File: config.mk
export PLATFORM = sky130hd
export DESIGN_NAME = drive_stop_ctrl
export DESIGN_NICKNAME = d
export VERILOG_FILES = /design/src/verilog/drive_stop_pkg.sv /design/src/verilog/drive_stop_ctrl.sv
export SDC_FILE = /design/constraint.sdc
export NUM_CORES = 1
export LEC_CHECK = 0
export CORE_MARGIN = 1.5
export CORE_UTILIZATION = 37
export DETAILED_ROUTE_END_ITERATION = 6
export DONT_BUFFER_PORTS = 1
export GPL_TIMING_DRIVEN = 0
export PLACE_DENSITY = 0.5
export RECOVER_POWER = 100
export SLEW_MARGIN = 20
export SYNTH_ARGS = -nofsm -noshare
export SYNTH_HDL_FRONTEND = slang
export SYNTH_SLANG_ARGS = --single-unit
export TNS_END_PERCENT = 10
File: constraint.sdc
create_clock -name i_core_clk -period 6.59 [get_ports i_core_clk]
set_input_delay 0 -clock i_core_clk [delete_from_list [all_inputs] [get_ports i_core_clk]]
set_output_delay 0 -clock i_core_clk [all_outputs]
set_load 0.01 [all_outputs]
File: src/verilog/drive_stop_pkg.sv
// Constants, register map and carrier types for the start/stop and input assignment block.
// Summary of operation
// 9999 or 8888 decelerates to stop on release.
// 0..100 s: separate starts, coast after delay.
// 1000..1100: coast after setting minus 1000 s.
// 8888, 1000..1100: start plus direction inputs.
// Running output drops when output shuts off; a shutoff or permit input drops only the output and leaves running set.
// Timed coast keeps following frequency command.
// Special stops and jog ignore stop setting.
// Restart during coast begins at minimum frequency.
// Settings writable only while extended view zero.
// Inputs one, two reset to 60, 61.
// Input three resets to code 0.
// Input five resets to code 2.
// Function codes limited to the accepted list.
// Code 60 input one, 61 input two.
// Fixed mapping from codes to command functions.
// Shared function codes combine by logical OR.
// Permit, shutoff within 2 ms, others 20 ms.
// Coast delay counted by derived tick, restarted.
// Out-of-range stop setting writes are dropped.
package drive_stop_pkg;
  localparam int NTERM = 5;
  // Register indices on the plain register port.
  localparam logic [2:0] ADDR_STOP = 3'h0;
  localparam logic [2:0] ADDR_IN1  = 3'h1;
  localparam logic [2:0] ADDR_VIEW = 3'h6;
  localparam logic [2:0] ADDR_STAT = 3'h7;
  // Reset values.
  localparam logic [15:0] RST_STOP = 16'h270F;
  localparam logic [15:0] RST_VIEW = 16'h0000;
  localparam logic [15:0] RST_SEL [NTERM] = '{16'h003C, 16'h003D, 16'h0000, 16'h0001, 16'h0002};
  // Stop method codes and ranges.
  localparam logic [15:0] STOP_DECEL     = 16'h270F;
  localparam logic [15:0] STOP_DECEL_PLN = 16'h22B8;
  localparam logic [15:0] STOP_COAST_MAX = 16'h0064;
  localparam logic [15:0] STOP_PLN_MIN   = 16'h03E8;
  localparam logic [15:0] STOP_PLN_MAX   = 16'h044C;
  // Terminal function codes.
  localparam logic [15:0] FC_LOW     = 16'h0000;
  localparam logic [15:0] FC_MID     = 16'h0001;
  localparam logic [15:0] FC_HIGH    = 16'h0002;
  localparam logic [15:0] FC_JOG     = 16'h0005;
  localparam logic [15:0] FC_PERMIT  = 16'h000A;
  localparam logic [15:0] FC_SHUTOFF = 16'h0018;
  localparam logic [15:0] FC_FWD     = 16'h003C;
  localparam logic [15:0] FC_REV     = 16'h003D;
  localparam logic [15:0] FC_RESET   = 16'h003E;
  localparam logic [15:0] FC_NONE    = 16'h270F;
  // Timing: one-second delay tick and slow input sampling period.
  localparam int CLK_KHZ   = 10000;
  localparam int TICK_MS   = 1000;
  localparam int TICK_CYC  = TICK_MS * CLK_KHZ;
  localparam int FAST_MS   = 2;
  localparam int SLOW_MS   = 10;
  localparam int SLOW_CYC  = SLOW_MS * CLK_KHZ;
  // Status register layout.
  localparam int STAT_RUN  = 3;
  localparam int STAT_OUT  = 4;
  localparam int STAT_REV  = 5;
  localparam int STAT_FUNC = 6;
  typedef enum logic [2:0] {
    ST_IDLE  = 3'b000,
    ST_RUN   = 3'b001,
    ST_DELAY = 3'b011,
    ST_COAST = 3'b010,
    ST_DECEL = 3'b101
  } state_t;
  typedef struct packed {
    logic fwd;
    logic rev;
    logic low;
    logic mid;
    logic high;
    logic jog;
    logic permit;
    logic shutoff;
    logic reset;
  } func_t;
  typedef struct packed {
    logic power_fail;
    logic panel;
    logic comm_err;
  } stop_req_t;
  // Accepted terminal codes; 60 and 61 are tied to the first two terminals.
  function automatic logic code_ok(input logic [15:0] c, input int idx);
    logic ok;
    ok = (c <= 16'h0005) || (c == 16'h0007) || (c == 16'h0008) || (c == 16'h000A) ||
         (c == 16'h000C) || (c == 16'h000E) || (c == 16'h0010) || (c == 16'h0012) ||
         (c == 16'h0018) || (c == 16'h0019) || (c == 16'h003E) || (c == FC_NONE) ||
         ((c >= 16'h0041) && (c <= 16'h0043)) ||
         ((c == FC_FWD) && (idx == 0)) || ((c == FC_REV) && (idx == 1));
    return ok;
  endfunction
  function automatic logic stop_ok(input logic [15:0] c);
    return (c <= STOP_COAST_MAX) || ((c >= STOP_PLN_MIN) && (c <= STOP_PLN_MAX)) ||
           (c == STOP_DECEL) || (c == STOP_DECEL_PLN);
  endfunction
endpackage

File: src/verilog/drive_stop_ctrl.sv
// Start/stop sequencing and input terminal function assignment for the drive.
`timescale 1ns/1ps
module drive_stop_ctrl
  import drive_stop_pkg::*;
#(
  parameter int P_TICK_CYCLES = TICK_CYC,
  parameter int P_SLOW_CYCLES = SLOW_CYC
) (
  input  wire logic             i_core_clk,
  input  wire logic             i_rst,
  input  wire logic [2:0]       i_addr,
  input  wire logic [15:0]      i_wdata,
  input  wire logic             i_wr,
  input  wire logic             i_rd,
  output logic      [15:0]      o_rdata,
  input  wire logic [NTERM-1:0] i_term,
  input  wire stop_req_t        i_stop_req,
  input  wire logic [15:0]      i_freq_cmd,
  input  wire logic [15:0]      i_min_start_freq,
  input  wire logic             i_at_zero,
  output logic                  o_out_on,
  output logic                  o_running,
  output logic                  o_rev,
  output logic [15:0]           o_freq_ref,
  output logic                  o_seed_load,
  output logic [15:0]           o_seed,
  output func_t                 o_func
);

  logic [15:0]      stop_reg;
  logic [15:0]      view_reg;
  logic [15:0]      sel_reg [NTERM];
  logic [NTERM-1:0] t_s1_reg;
  logic [NTERM-1:0] t_s2_reg;
  logic [NTERM-1:0] slow_reg;
  logic [31:0]      slow_cnt_reg;
  logic [31:0]      tick_cnt_reg;
  logic [15:0]      delay_reg;
  logic [15:0]      delay_next;
  state_t           state_reg;
  state_t           state_next;
  func_t            func;
  logic [NTERM-1:0] h_fwd, h_rev, h_low, h_mid, h_high, h_jog, h_perm, h_shut, h_res, a_perm;
  logic             wr_ok;
  logic             plain_mode;
  logic             decel_mode;
  logic             override;
  logic             start;
  logic             dir_rev;
  logic             tick;
  logic             released;
  logic             restart;
  logic [15:0]      status_word;

  // Settings change only while the extended view select is zero.
  assign wr_ok = i_wr && (view_reg == 16'h0000);

  // Stop method register; values outside the accepted set keep the old value.
  always_ff @(posedge i_core_clk) begin
    if (i_rst) begin
      stop_reg <= RST_STOP;
    end else if (wr_ok && (i_addr == ADDR_STOP) && stop_ok(i_wdata)) begin
      stop_reg <= i_wdata;
    end
  end

  // Extended view select is always writable, otherwise nothing could unlock the settings.
  always_ff @(posedge i_core_clk) begin
    if (i_rst) begin
      view_reg <= RST_VIEW;
    end else if (i_wr && (i_addr == ADDR_VIEW)) begin
      view_reg <= i_wdata;
    end
  end

  // Terminal function selects with per-terminal code checks.
  always_ff @(posedge i_core_clk) begin
    for (int i = 0; i < NTERM; i++) begin
      if (i_rst) begin
        sel_reg[i] <= RST_SEL[i];
      end else if (wr_ok && (i_addr == ADDR_IN1 + 3'(i)) && code_ok(i_wdata, i)) begin
        sel_reg[i] <= i_wdata;
      end
    end
  end

  // Status word built from named field positions; bit 15 stays zero for later use.
  always_comb begin
    status_word                           = 16'h0000;
    status_word[STAT_RUN-1:0]             = state_reg;
    status_word[STAT_RUN]                 = o_running;
    status_word[STAT_OUT]                 = o_out_on;
    status_word[STAT_REV]                 = o_rev;
    status_word[STAT_FUNC+:$bits(func_t)] = func;
  end

  // Read data stands in the cycle after the read strobe; unmapped reads return zero.
  always_ff @(posedge i_core_clk) begin
    if (i_rst) begin
      o_rdata <= 16'h0000;
    end else if (i_rd) begin
      case (i_addr)
        ADDR_STOP: begin
          o_rdata <= stop_reg;
        end
        ADDR_VIEW: begin
          o_rdata <= view_reg;
        end
        ADDR_STAT: begin
          o_rdata <= status_word;
        end
        default: begin
          if ((i_addr >= ADDR_IN1) && (i_addr < ADDR_IN1 + 3'(NTERM))) begin
            o_rdata <= sel_reg[i_addr - ADDR_IN1];
          end else begin
            o_rdata <= 16'h0000;
          end
        end
      endcase
    end else begin
      o_rdata <= 16'h0000;
    end
  end

  // Contact inputs are asynchronous, so two flops before anything reads them.
  always_ff @(posedge i_core_clk) begin
    if (i_rst) begin
      t_s1_reg <= '0;
      t_s2_reg <= '0;
    end else begin
      t_s1_reg <= i_term;
      t_s2_reg <= t_s1_reg;
    end
  end

  // Slow functions are resampled every few ms, which rejects contact bounce
  // yet stays well inside their response budget.
  always_ff @(posedge i_core_clk) begin
    if (i_rst) begin
      slow_cnt_reg <= '0;
      slow_reg     <= '0;
    end else if (slow_cnt_reg >= 32'(P_SLOW_CYCLES - 1)) begin
      slow_cnt_reg <= '0;
      slow_reg     <= t_s2_reg;
    end else begin
      slow_cnt_reg <= slow_cnt_reg + 32'h0000_0001;
    end
  end

  // Per-terminal code decode; permit and shutoff bypass the slow sampler.
  for (genvar g = 0; g < NTERM; g++) begin : g_term
    assign h_fwd[g]  = (sel_reg[g] == FC_FWD) && slow_reg[g];
    assign h_rev[g]  = (sel_reg[g] == FC_REV) && slow_reg[g];
    assign h_low[g]  = (sel_reg[g] == FC_LOW) && slow_reg[g];
    assign h_mid[g]  = (sel_reg[g] == FC_MID) && slow_reg[g];
    assign h_high[g] = (sel_reg[g] == FC_HIGH) && slow_reg[g];
    assign h_jog[g]  = (sel_reg[g] == FC_JOG) && slow_reg[g];
    assign h_res[g]  = (sel_reg[g] == FC_RESET) && slow_reg[g];
    assign a_perm[g] = (sel_reg[g] == FC_PERMIT);
    assign h_perm[g] = a_perm[g] && t_s2_reg[g];
    assign h_shut[g] = (sel_reg[g] == FC_SHUTOFF) && t_s2_reg[g];
  end

  // Terminals sharing a code are ORed; with no permit terminal the drive is permitted.
  always_comb begin
    func.fwd     = |h_fwd;
    func.rev     = |h_rev;
    func.low     = |h_low;
    func.mid     = |h_mid;
    func.high    = |h_high;
    func.jog     = |h_jog;
    func.permit  = ~(|a_perm) | (|h_perm);
    func.shutoff = |h_shut;
    func.reset   = |h_res;
  end

  // Start interpretation and stop method selection.
  always_comb begin
    override   = i_stop_req.power_fail | i_stop_req.panel |
                 i_stop_req.comm_err | func.jog;
    plain_mode = !override && ((stop_reg == STOP_DECEL_PLN) ||
                 ((stop_reg >= STOP_PLN_MIN) && (stop_reg <= STOP_PLN_MAX)));
    decel_mode = override || (stop_reg == STOP_DECEL) ||
                 (stop_reg == STOP_DECEL_PLN);
    if (plain_mode) begin
      start   = func.fwd;
      dir_rev = func.rev;
    end else begin
      start   = func.fwd | func.rev;
      dir_rev = func.rev & ~func.fwd;
    end
  end

  // One-second tick, restarted at each start release so the delay is whole seconds.
  assign released = (state_reg == ST_RUN) && !start;
  assign tick     = (tick_cnt_reg >= 32'(P_TICK_CYCLES - 1));
  always_ff @(posedge i_core_clk) begin
    if (i_rst || released || tick) begin
      tick_cnt_reg <= '0;
    end else begin
      tick_cnt_reg <= tick_cnt_reg + 32'h0000_0001;
    end
  end

  // Sequencer; decel and coast end when the drive core reports zero speed.
  always_comb begin
    state_next = state_reg;
    delay_next = delay_reg;
    restart    = 1'b0;
    case (state_reg)
      ST_IDLE: begin
        if (start) begin
          state_next = ST_RUN;
          restart    = 1'b1;
        end
      end
      ST_RUN: begin
        if (!start) begin
          if (decel_mode) begin
            state_next = ST_DECEL;
          end else begin
            // Plain-start range counts from 1000, separate starts from 0.
            delay_next = (stop_reg >= STOP_PLN_MIN) ?
                         (stop_reg - STOP_PLN_MIN) : stop_reg;
            state_next = ST_DELAY;
          end
        end
      end
      ST_DELAY: begin
        // A special stop during the delay ramps down instead of waiting out the timer.
        if (start) begin
          state_next = ST_RUN;
        end else if (override) begin
          state_next = ST_DECEL;
        end else if (delay_reg == 16'h0000) begin
          state_next = ST_COAST;
        end else if (tick) begin
          delay_next = delay_reg - 16'h0001;
        end
      end
      ST_COAST: begin
        if (start) begin
          state_next = ST_RUN;
          restart    = 1'b1;
        end else if (i_at_zero) begin
          state_next = ST_IDLE;
        end
      end
      ST_DECEL: begin
        if (start) begin
          state_next = ST_RUN;
        end else if (i_at_zero) begin
          state_next = ST_IDLE;
        end
      end
      default: begin
        state_next = ST_IDLE;
      end
    endcase
  end

  // State and delay registers.
  always_ff @(posedge i_core_clk) begin
    if (i_rst) begin
      state_reg <= ST_IDLE;
      delay_reg <= 16'h0000;
    end else begin
      state_reg <= state_next;
      delay_reg <= delay_next;
    end
  end

  // Drive outputs; the run flag drops in the same edge as a state-driven shutoff, but stays set when a shutoff or permit input drops the output.
  always_ff @(posedge i_core_clk) begin
    if (i_rst) begin
      o_running   <= 1'b0;
      o_out_on    <= 1'b0;
      o_rev       <= 1'b0;
      o_freq_ref  <= 16'h0000;
      o_seed_load <= 1'b0;
      o_seed      <= 16'h0000;
      o_func      <= '0;
    end else begin
      o_running   <= (state_next == ST_RUN) || (state_next == ST_DELAY) ||
                     (state_next == ST_DECEL);
      o_out_on    <= ((state_next == ST_RUN) || (state_next == ST_DELAY) ||
                     (state_next == ST_DECEL)) && func.permit && !func.shutoff;
      // Direction is held through the delay and the ramp down.
      if (state_next == ST_RUN) begin
        o_rev <= dir_rev;
      end
      // The timed-coast delay keeps tracking the command; decel, coast and idle target zero.
      o_freq_ref  <= ((state_next == ST_RUN) || (state_next == ST_DELAY)) ?
                     i_freq_cmd : 16'h0000;
      o_seed_load <= restart;
      if (restart) begin
        o_seed <= i_min_start_freq;
      end
      o_func      <= func;
    end
  end

endmodule

==> results of run 1 <==
## placed cells by master, fill, tap and decap left out, drive strengths merged, types with 8 or more instances in the layout
master / n
nand2b: 22
or3: 15
nand4: 17
a31oi: 15
xor2: 21
mux2i: 26
and2: 41
edfxtp: 80
o21ai: 30
and3: 24
mux4: 16
nor3: 71
nor2: 149
nand3: 40
clkbuf: 108
dlygate4sd3: 79
a211o: 10
inv: 29
a22oi: 8
xnor2: 24
mux2: 17
nor4: 35
nor2b: 19
a222oi: 11
conb: 48
a21oi: 52
nand2: 102
ha: 10
dfxtp: 191
## worst min-delay path by stage
stage | slack [ps] | from | end | cells past startpoint
6_report | 40 | i_at_zero | state_reg[0]$_SDFF_PP0_ | 4
5_1_grt | 70 | i_at_zero | o_running$_SDFF_PP0_ | 4
4_1_cts | 20 | i_stop_req[0] | o_rev$_SDFFE_PP0N_ | 4
3_5_place_dp | 120 | i_freq_cmd[4] | o_freq_ref[4]$_SDFF_PP0_ | 1
3_3_place_gp | 120 | i_freq_cmd[8] | o_freq_ref[8]$_SDFF_PP0_ | 1
2_1_floorplan | 120 | i_freq_cmd[0] | o_freq_ref[0]$_SDFF_PP0_ | 1
## power groups by stage
stage	clock (W)	combinational [W]	sequential [W]
global route	0.00183	0.000227	0.00179
detailed placement	0	0.000177	0.00182
CTS	0.00176	0.000210	0.00179
finish	0.00172	0.000213	0.00179
floorplan	0	0.000121	0.00181
global placement	0	0.000177	0.00182
## cell type report
| class | count | area, µm² | share of cell area |
|---|---|---|---|
| clock inverter | 11 | 145 | 0.00973 |
| inverter | 28 | 105 | 0.00705 |
| sequential | 271 | 6230 | 0.417 |
| clock buffer | 44 | 880 | 0.0590 |
| timing repair buffer | 80 | 801 | 0.0537 |
| buffer | 68 | 265 | 0.0178 |
| tap | 442 | 553 | 0.0371 |
| multi-input combinational | 931 | 5940 | 0.398 |
## per-layer routing
metal  GRT usage  vias to the layer above
met5           0                        -
met1       0.307                     4860
met3      0.0434                       77
met4      0.0691                        2
li1            -                     4850
met2       0.314                      435
## worst max-delay path, stage by stage, from the launching register on
cell and delay (ps):
edfxtp_1 490, nand2b_1 250, nor4b_1 80, and4_1 220, nor4_1 1340, a31oi_1 180, o21ai_0 1670, buf_6 320
mux2i_1 230, nor2_1 50
## logic make-up (layout without fill, tap and decap cells)
| logic type | count (synthesis) | in the layout | share of synthesized area |
|---|---|---|---|
| AO/OA/AOI/OAI | 187 | 187 | 0.106 |
| multiplexers | 59 | 59 | 0.0653 |
| XOR/XNOR | 45 | 45 | 0.0317 |
| buffers and inverters | 96 | 231 | 0.0323 |
| other | 1 | 48 | 0.000302 |
| flip-flops | 271 | 271 | 0.501 |
| AND/OR/NAND/NOR | 581 | 581 | 0.253 |
| adder cells (fa/ha/maj) | 11 | 11 | 0.0109 |
## through the flow
| stage | hold WS, ps | total power (W) | cells | instance area [µm²] | worst slack (ps) |
|---|---|---|---|---|---|
| after CTS | 16.0 | 0.00376 | 1875 | 15000 | 2600 |
| after detailed placement | 125 | 0.00200 | 1741 | 13200 | 2700 |
| after global placement | 122 | 0.00200 | 1740 | 13200 | 2710 |
| after global routing | 65.8 | 0.00385 | 1875 | 14900 | 1270 |
| final | 41.9 | 0.00372 | 1875 | 14900 | 1600 |
| after floorplan | 122 | 0.00193 | 1298 | 12600 | 3700 |
==> metrics.md, run 1 <==
| Metric | Value |
|---|---|
| Status | `complete, but fails checks` |
| Failing checks | `max-capacitance violations, max-slew violations` |
| Endpoint class of the critical path | `flop` |
| R2R setup slack | `1600 ps` |
| # Max-Cap Violations | `3` |
| Critical Path Fanout Max | `10` |
| Syn Area/Cell | `between 9 and 10 µm²` |
| Routed length on met3 | `3010 µm` |
| EDFF count, synth | `80` |
| Final Max Tran Viols | `24` |
| Count leader, synth | `dfxtp_1` |
| First-pass GRT wire length | `57,500 µm` |
| Reg2reg start | `sel_reg[1][0]$_SDFFCE_PN1P_` |
| Setup violations, final | `0` |
| Synth area leader | `dfxtp_1` |
| FFs w/ async S/R, synth | `0` |
| Starting density of the core | `0.379` |
| H-tree levels | `1` |
| Synthesized flop and latch total | `271` |
| Worst vdd ir | `0.180 mV` |
| Setup TNS | `0 ps` |
| Die Height | `186 µm` |
| Syn-to-layout area delta | `19.9%` |
| Sink Count | `271` |
| Worst hold path type | `in -> reg` |
| Synth area leaders | `dfxtp_1, edfxtp_1, nor2_1, nand2_1, mux4_2` |
| DRC viols | `0` |
| Crit path capture | `o_seed[9]$_SDFFE_PP0P_` |
| Finished Core Util | `0.455` |
| Routability congestion estimate | `0.898` |
| Worst EP required | `7010 ps` |
| Ys flop type | `dfxtp_1` |
| Worst-path clk slew | `60 ps` |
| Reg-to-Reg End | `o_seed[9]$_SDFFE_PP0P_` |
| Core footprint | `32,800 µm²` |
| CTS tree | `done` |
| DR iter-0 viols | `1,013` |
| Per-cell routed wire length | `20.0 µm` |
| Max reg flops | `80` |
| Max Used Layer | `met5` |
| Hold-fix buffers, CTS | `79` |
| Slew @ Worst Pin | `2130 ps` |
| Clock buffer depth | `3` |
| Leak pwr | `5.27 nW` |
| Postcts setup bufs | `0` |
| Clock share of power | `0.462` |
| WS Path Type | `reg -> reg` |
| Fillers | `3,196` |
| Sequential fraction of design power | `0.481` |
| Net switching power | `0.000837 W` |
| Via/cell ratio | `between 5 and 6` |
| Number of global-route vias before repair | `approximately 9,800` |
| Total track usage | `0.212` |
| Share of Yosys cell area claimed by the top area cell type | `0.308` |
| Num CTS Buffers | `30` |
| Row count | `66` |
| Antenna fix cells | `0` |
| Drt first pass iters | `6` |
| CTS resizes | `0` |
| Initial antenna violation count | `1` |
| CTS root buf | `clkbuf_16` |
| DIE WIDTH | `186 µm` |
| Via count | `between 10,000 and 15,000` |
| Post-Synthesis Cells | `1,251` |
| Switching share of power | `0.225` |
| Wire length on met1 | `17,700 µm` |
| Synth warn | `0` |
| Clk_skew | `between 15 and 20 ps` |
| Share of post-route cells with drive strength above 1 | `0.0851` |
| Comb power frac | `0.057` |
| Post-synth cell types | `84` |
| Crit path from | `sel_reg[1][0]$_SDFFCE_PN1P_` |
| PD cells | `around 250 nW/µm²` |
| Fin nets | `roughly 1,500` |
| Slew HR | `-0.437` |
| Gr ovfl total | `0` |
| Fmax | `0.200 GHz` |
| Final wirelength | `37,500 µm` |
| Fin crit period | `4990 ps` |
| Metal2 WL | `15,500 µm` |
| Largest net degree at the start of global routing | `17` |
| Synth top cells by count | `dfxtp_1, nor2_1, nand2_1` |
| Sequential element share of the synthesized area | `0.501` |
| Clock latency on the worst-skew pair | `560 ps` |
| Tcrit/Tclk final | `0.757` |
| R2R cell count | `9` |
| Worst EP arrival | `around 5400 ps` |
| Synthesized cell area | `12,400 µm²` |
| Post-DRT Antenna Nets | `0` |
| IO buf count | `0` |
| Die Area | `34,700 µm²` |
| DP HPWL | `26,900 µm` |
| Int Power | `0.00288 W` |
| Critical Path Source Type | `flop` |
| Fin. Hold Viols | `0` |
| Top Ports | `125` |
| RSZ-0062 raised after global routing | `false` |
No activity file was read; power rests on OpenSTA's default activity.
==> inputs of run 2 (changes only) <==
--- a/config.mk
+++ b/config.mk
@@ -10,7 +10,7 @@
 export DETAILED_ROUTE_END_ITERATION = 6
 export DONT_BUFFER_PORTS = 1
 export GPL_TIMING_DRIVEN = 0
-export PLACE_DENSITY = 0.5
+export PLACE_DENSITY = 0.52
 export RECOVER_POWER = 100
 export SLEW_MARGIN = 20
 export SYNTH_ARGS = -nofsm -noshare
==> constraint.sdc (replaced) <==
create_clock -name i_core_clk -period 4.35 [get_ports i_core_clk]
set_input_delay 0 -clock i_core_clk [delete_from_list [all_inputs] [get_ports i_core_clk]]
set_output_delay 0 -clock i_core_clk [all_outputs]
set_load 0.01 [all_outputs]
==> run 2 against run 1 <==
The run ends with design-rule violations left. Highest routed layer is now met4. Via count grew 0.19%. Largest cell class unchanged. Die area is the same. Combinational power up 51%. Largest power group unchanged.
==> metrics.md, run 2 (synthesis gave the netlist of run 1 again) <==
| Metric | Value |
|---|---|
| Worst vdd ir | `0.288 mV (was 0.180 mV)` |
| Slowest cell on crit path | `nor4_1 (was o21ai_0)` |
| Switching share of power | `0.225 (about the same)` |
| Routability congestion estimate | `0.916 (was 0.898)` |
| R2R cell count | `10 (was 9)` |
| Largest net degree at the start of global routing | `17 (unchanged)` |
| Clk_skew | `21.6 ps (was 18.6 ps)` |
| Reg2reg start | `sel_reg[0][8]$_SDFFCE_PN0P_ (was sel_reg[1][0]$_SDFFCE_PN1P_)` |
| Core footprint | `32,800 µm² (unchanged)` |
| Gr ovfl total | `0 (unchanged)` |
| Commonest non-fill, non-tap cell in the layout | `dfxtp_1 (unchanged)` |
| Max reg flops | `80 (unchanged)` |
| Leak pwr | `5.28 nW (was 5.27 nW)` |
| DP HPWL | `26,400 µm (was 26,900 µm)` |
| Slew @ Worst Pin | `1430 ps (was 2130 ps)` |
| Top Ports | `125 (unchanged)` |
| CTS root buf | `clkbuf_16 (unchanged)` |
| IO buf count | `0 (unchanged)` |
| # Max-Cap Violations | `0 (was 3)` |
| RSZ-0062 raised after global routing | `false (unchanged)` |
| Via count | `10,200 (about the same)` |
| Final wirelength | `36,800 µm (was 37,500 µm)` |
| Setup violations, final | `0 (unchanged)` |
| Worst EP required | `4850 ps (was 7010 ps)` |
| Commonest cells after routing, fill and taps aside | `dfxtp_1, nor2_1, nand2_1 (unchanged)` |
| H-tree levels | `1 (unchanged)` |
| Die Height | `186 µm (unchanged)` |
| Initial antenna violation count | `2 (was 1)` |
| Fmax | `0.242 GHz (was 0.200 GHz)` |
| Most used cell, CP | `nor4_1` |
| Post-DRT Antenna Nets | `0 (unchanged)` |
| Tcrit/Tclk final | `0.949 (was 0.757)` |
| Setup TNS | `0 ps (unchanged)` |
| Multi-input logic area | `5960 µm² (was 5940 µm²)` |
| Total track usage | `0.207 (was 0.212)` |
| Num CTS Buffers | `30 (unchanged)` |
| Worst EP arrival | `4630 ps (was 5420 ps)` |
| Worst hold path type | `in -> reg (unchanged)` |
| Failing checks | `design-rule violations (was max-capacitance violations, max-slew violations)` |
| Worst-path clk slew | `60 ps (about the same)` |
| Final Max Tran Viols | `0 (was 24)` |
| Crit path from | `sel_reg[0][8]$_SDFFCE_PN0P_ (was sel_reg[1][0]$_SDFFCE_PN1P_)` |
| CTS tree | `done (unchanged)` |
| Syn-to-layout area delta | `19.9% (about the same)` |
| Via/cell ratio | `5.47 (was 5.45)` |
| Fin crit period | `4130 ps (was 4990 ps)` |
| Per-cell routed wire length | `19.6 µm (was 20.0 µm)` |
| Critical Path Fanout Max | `10 (unchanged)` |
| R2R setup slack | `220 ps (was 1600 ps)` |
| Starting density of the core | `0.379 (unchanged)` |
| PD cells | `378 nW/µm² (was 250 nW/µm²)` |
| Worst-path cell chain | `nor4_1, nand3_1, nor4_1, nor4_2, a311o_1, o211a_2, a211oi_4, buf_2, and2_1, dlygate4sd3_1 (was nand2b_1, nor4b_1, and4_1, nor4_1, a31oi_1, o21ai_0, buf_6, mux2i_1, nor2_1)` |
| Register Area | `6230 µm² (unchanged)` |
| Reg-to-Reg End | `o_freq_ref[7]$_SDFF_PP0_ (was o_seed[9]$_SDFFE_PP0P_)` |
| Fin nets | `1,481 (was 1,484)` |
| Comb power frac | `0.057 (about the same)` |
| DR iter-0 viols | `1,091 (was 1,013)` |
| Fin. Hold Viols | `0 (unchanged)` |
| Share of post-route cells with drive strength above 1 | `0.0903 (was 0.0851)` |
| Status | `complete, but fails checks (unchanged)` |
| Row count | `66 (unchanged)` |
| Slew HR | `0.0403 (was -0.437)` |
| Sink Count | `271 (unchanged)` |
| Finished Core Util | `0.455 (about the same)` |
| Sequential fraction of design power | `0.481 (about the same)` |
| WS Path Type | `reg -> reg (unchanged)` |
| Clock buffer depth | `3 (unchanged)` |
| Critical Path Max Stage Delay | `710 ps (was 1670 ps)` |
| DRC viols | `5 (was 0)` |
| Clock share of power | `0.462 (about the same)` |
| DIE WIDTH | `186 µm (unchanged)` |
| Endpoint class of the critical path | `flop (unchanged)` |
| First-pass GRT wire length | `56,700 µm (was 57,500 µm)` |
| Critical Path Source Type | `flop (unchanged)` |
| Die Area | `34,700 µm² (unchanged)` |
| Clock latency on the worst-skew pair | `570 ps (was 560 ps)` |
| Number of global-route vias before repair | `9,527 (was 9,848)` |
| Fillers | `3,230 (was 3,196)` |
| Drt first pass iters | `7 (was 6)` |
| Hold_sp | `i_wdata[5] (was i_at_zero)` |
| Net switching power | `0.00127 W (was 0.000837 W)` |
| Crit path capture | `o_freq_ref[7]$_SDFF_PP0_ (was o_seed[9]$_SDFFE_PP0P_)` |
| Int Power | `0.00437 W (was 0.00288 W)` |
## run 2: cell count changes in the layout (fill, tap and decap cells not counted), moves of 3 or more
cell,delta
clkbuf_1,-3
clkbuf_8,+3
clkinv_2,+3
and2_0,-3
clkinv_4,-3
and2_1,+3
## run 2: worst min path at each step
stage	end	cells after the start
global route	view_reg[5]$_SDFFE_PP0P_	3
detailed placement	o_freq_ref[12]$_SDFF_PP0_	1
floorplan	o_freq_ref[0]$_SDFF_PP0_	1
finish	view_reg[5]$_SDFFE_PP0P_	3
global placement	o_freq_ref[15]$_SDFF_PP0_	1
CTS	view_reg[5]$_SDFFE_PP0P_	3
## run 2: power groups by stage
stage	clock network (W)	registers (W)	logic, W
after global routing	0.00275	0.00271	0.000344
after detailed placement	0	0.00276	0.000269
final	0.00260	0.00271	0.000322
after CTS	0.00266	0.00271	0.000317
after global placement	0	0.00276	0.000268
after floorplan	0	0.00274	0.000183
## run 2: critical path: cells and delay by family, from the launching register on
kind,cells,cell delay [ps]
AO/OA/AOI/OAI,3,870
buffers and inverters,2,810
flip-flops,1,390
AND/OR/NAND/NOR,5,2000
## run 2: metrics by stage
stage	std cells	worst slack, ps	total power [W]	area, µm²	hold WS, ps
detailed placement	1740	312	0.00303	13200	125
finish	1873	222	0.00563	14900	34.5
floorplan	1298	1460	0.00293	12600	122
CTS	1871	326	0.00569	15000	12.0
global placement	1740	386	0.00303	13200	123
global route	1872	42.9	0.00581	14900	57.2
## run 2: repair_timing
action                                 in CTS  in global routing
endpoints found under the hold margin     112                  0
resized for setup                           0                  2
hold buffers                               77                  0
setup endpoints to repair                   0                 10
setup buffers                               0                  0
## run 2: final cells by class
cell class,instances,share of cell area
Multi-Input combinational cell,931,0.400
Clock buffer,43,0.0591
Inverter,28,0.00705
Tap cell,442,0.0371
Antenna cell,2,0.000336
Timing Repair Buffer,77,0.0517
Buffer,68,0.0180
Clock inverter,11,0.00890
Sequential cell,271,0.418
## run 2: routing by layer
| layer | vias up | global-route usage | part of all wire |
|---|---|---|---|
| li1 | 4829 | - | - |
| met5 | - | 0 | 0 |
| met2 | 411 | 0.309 | 0.42 |
| met4 | 0 | 0.0453 | 0.020 |
| met1 | 4942 | 0.306 | 0.47 |
| met3 | 61 | 0.0444 | 0.090 |
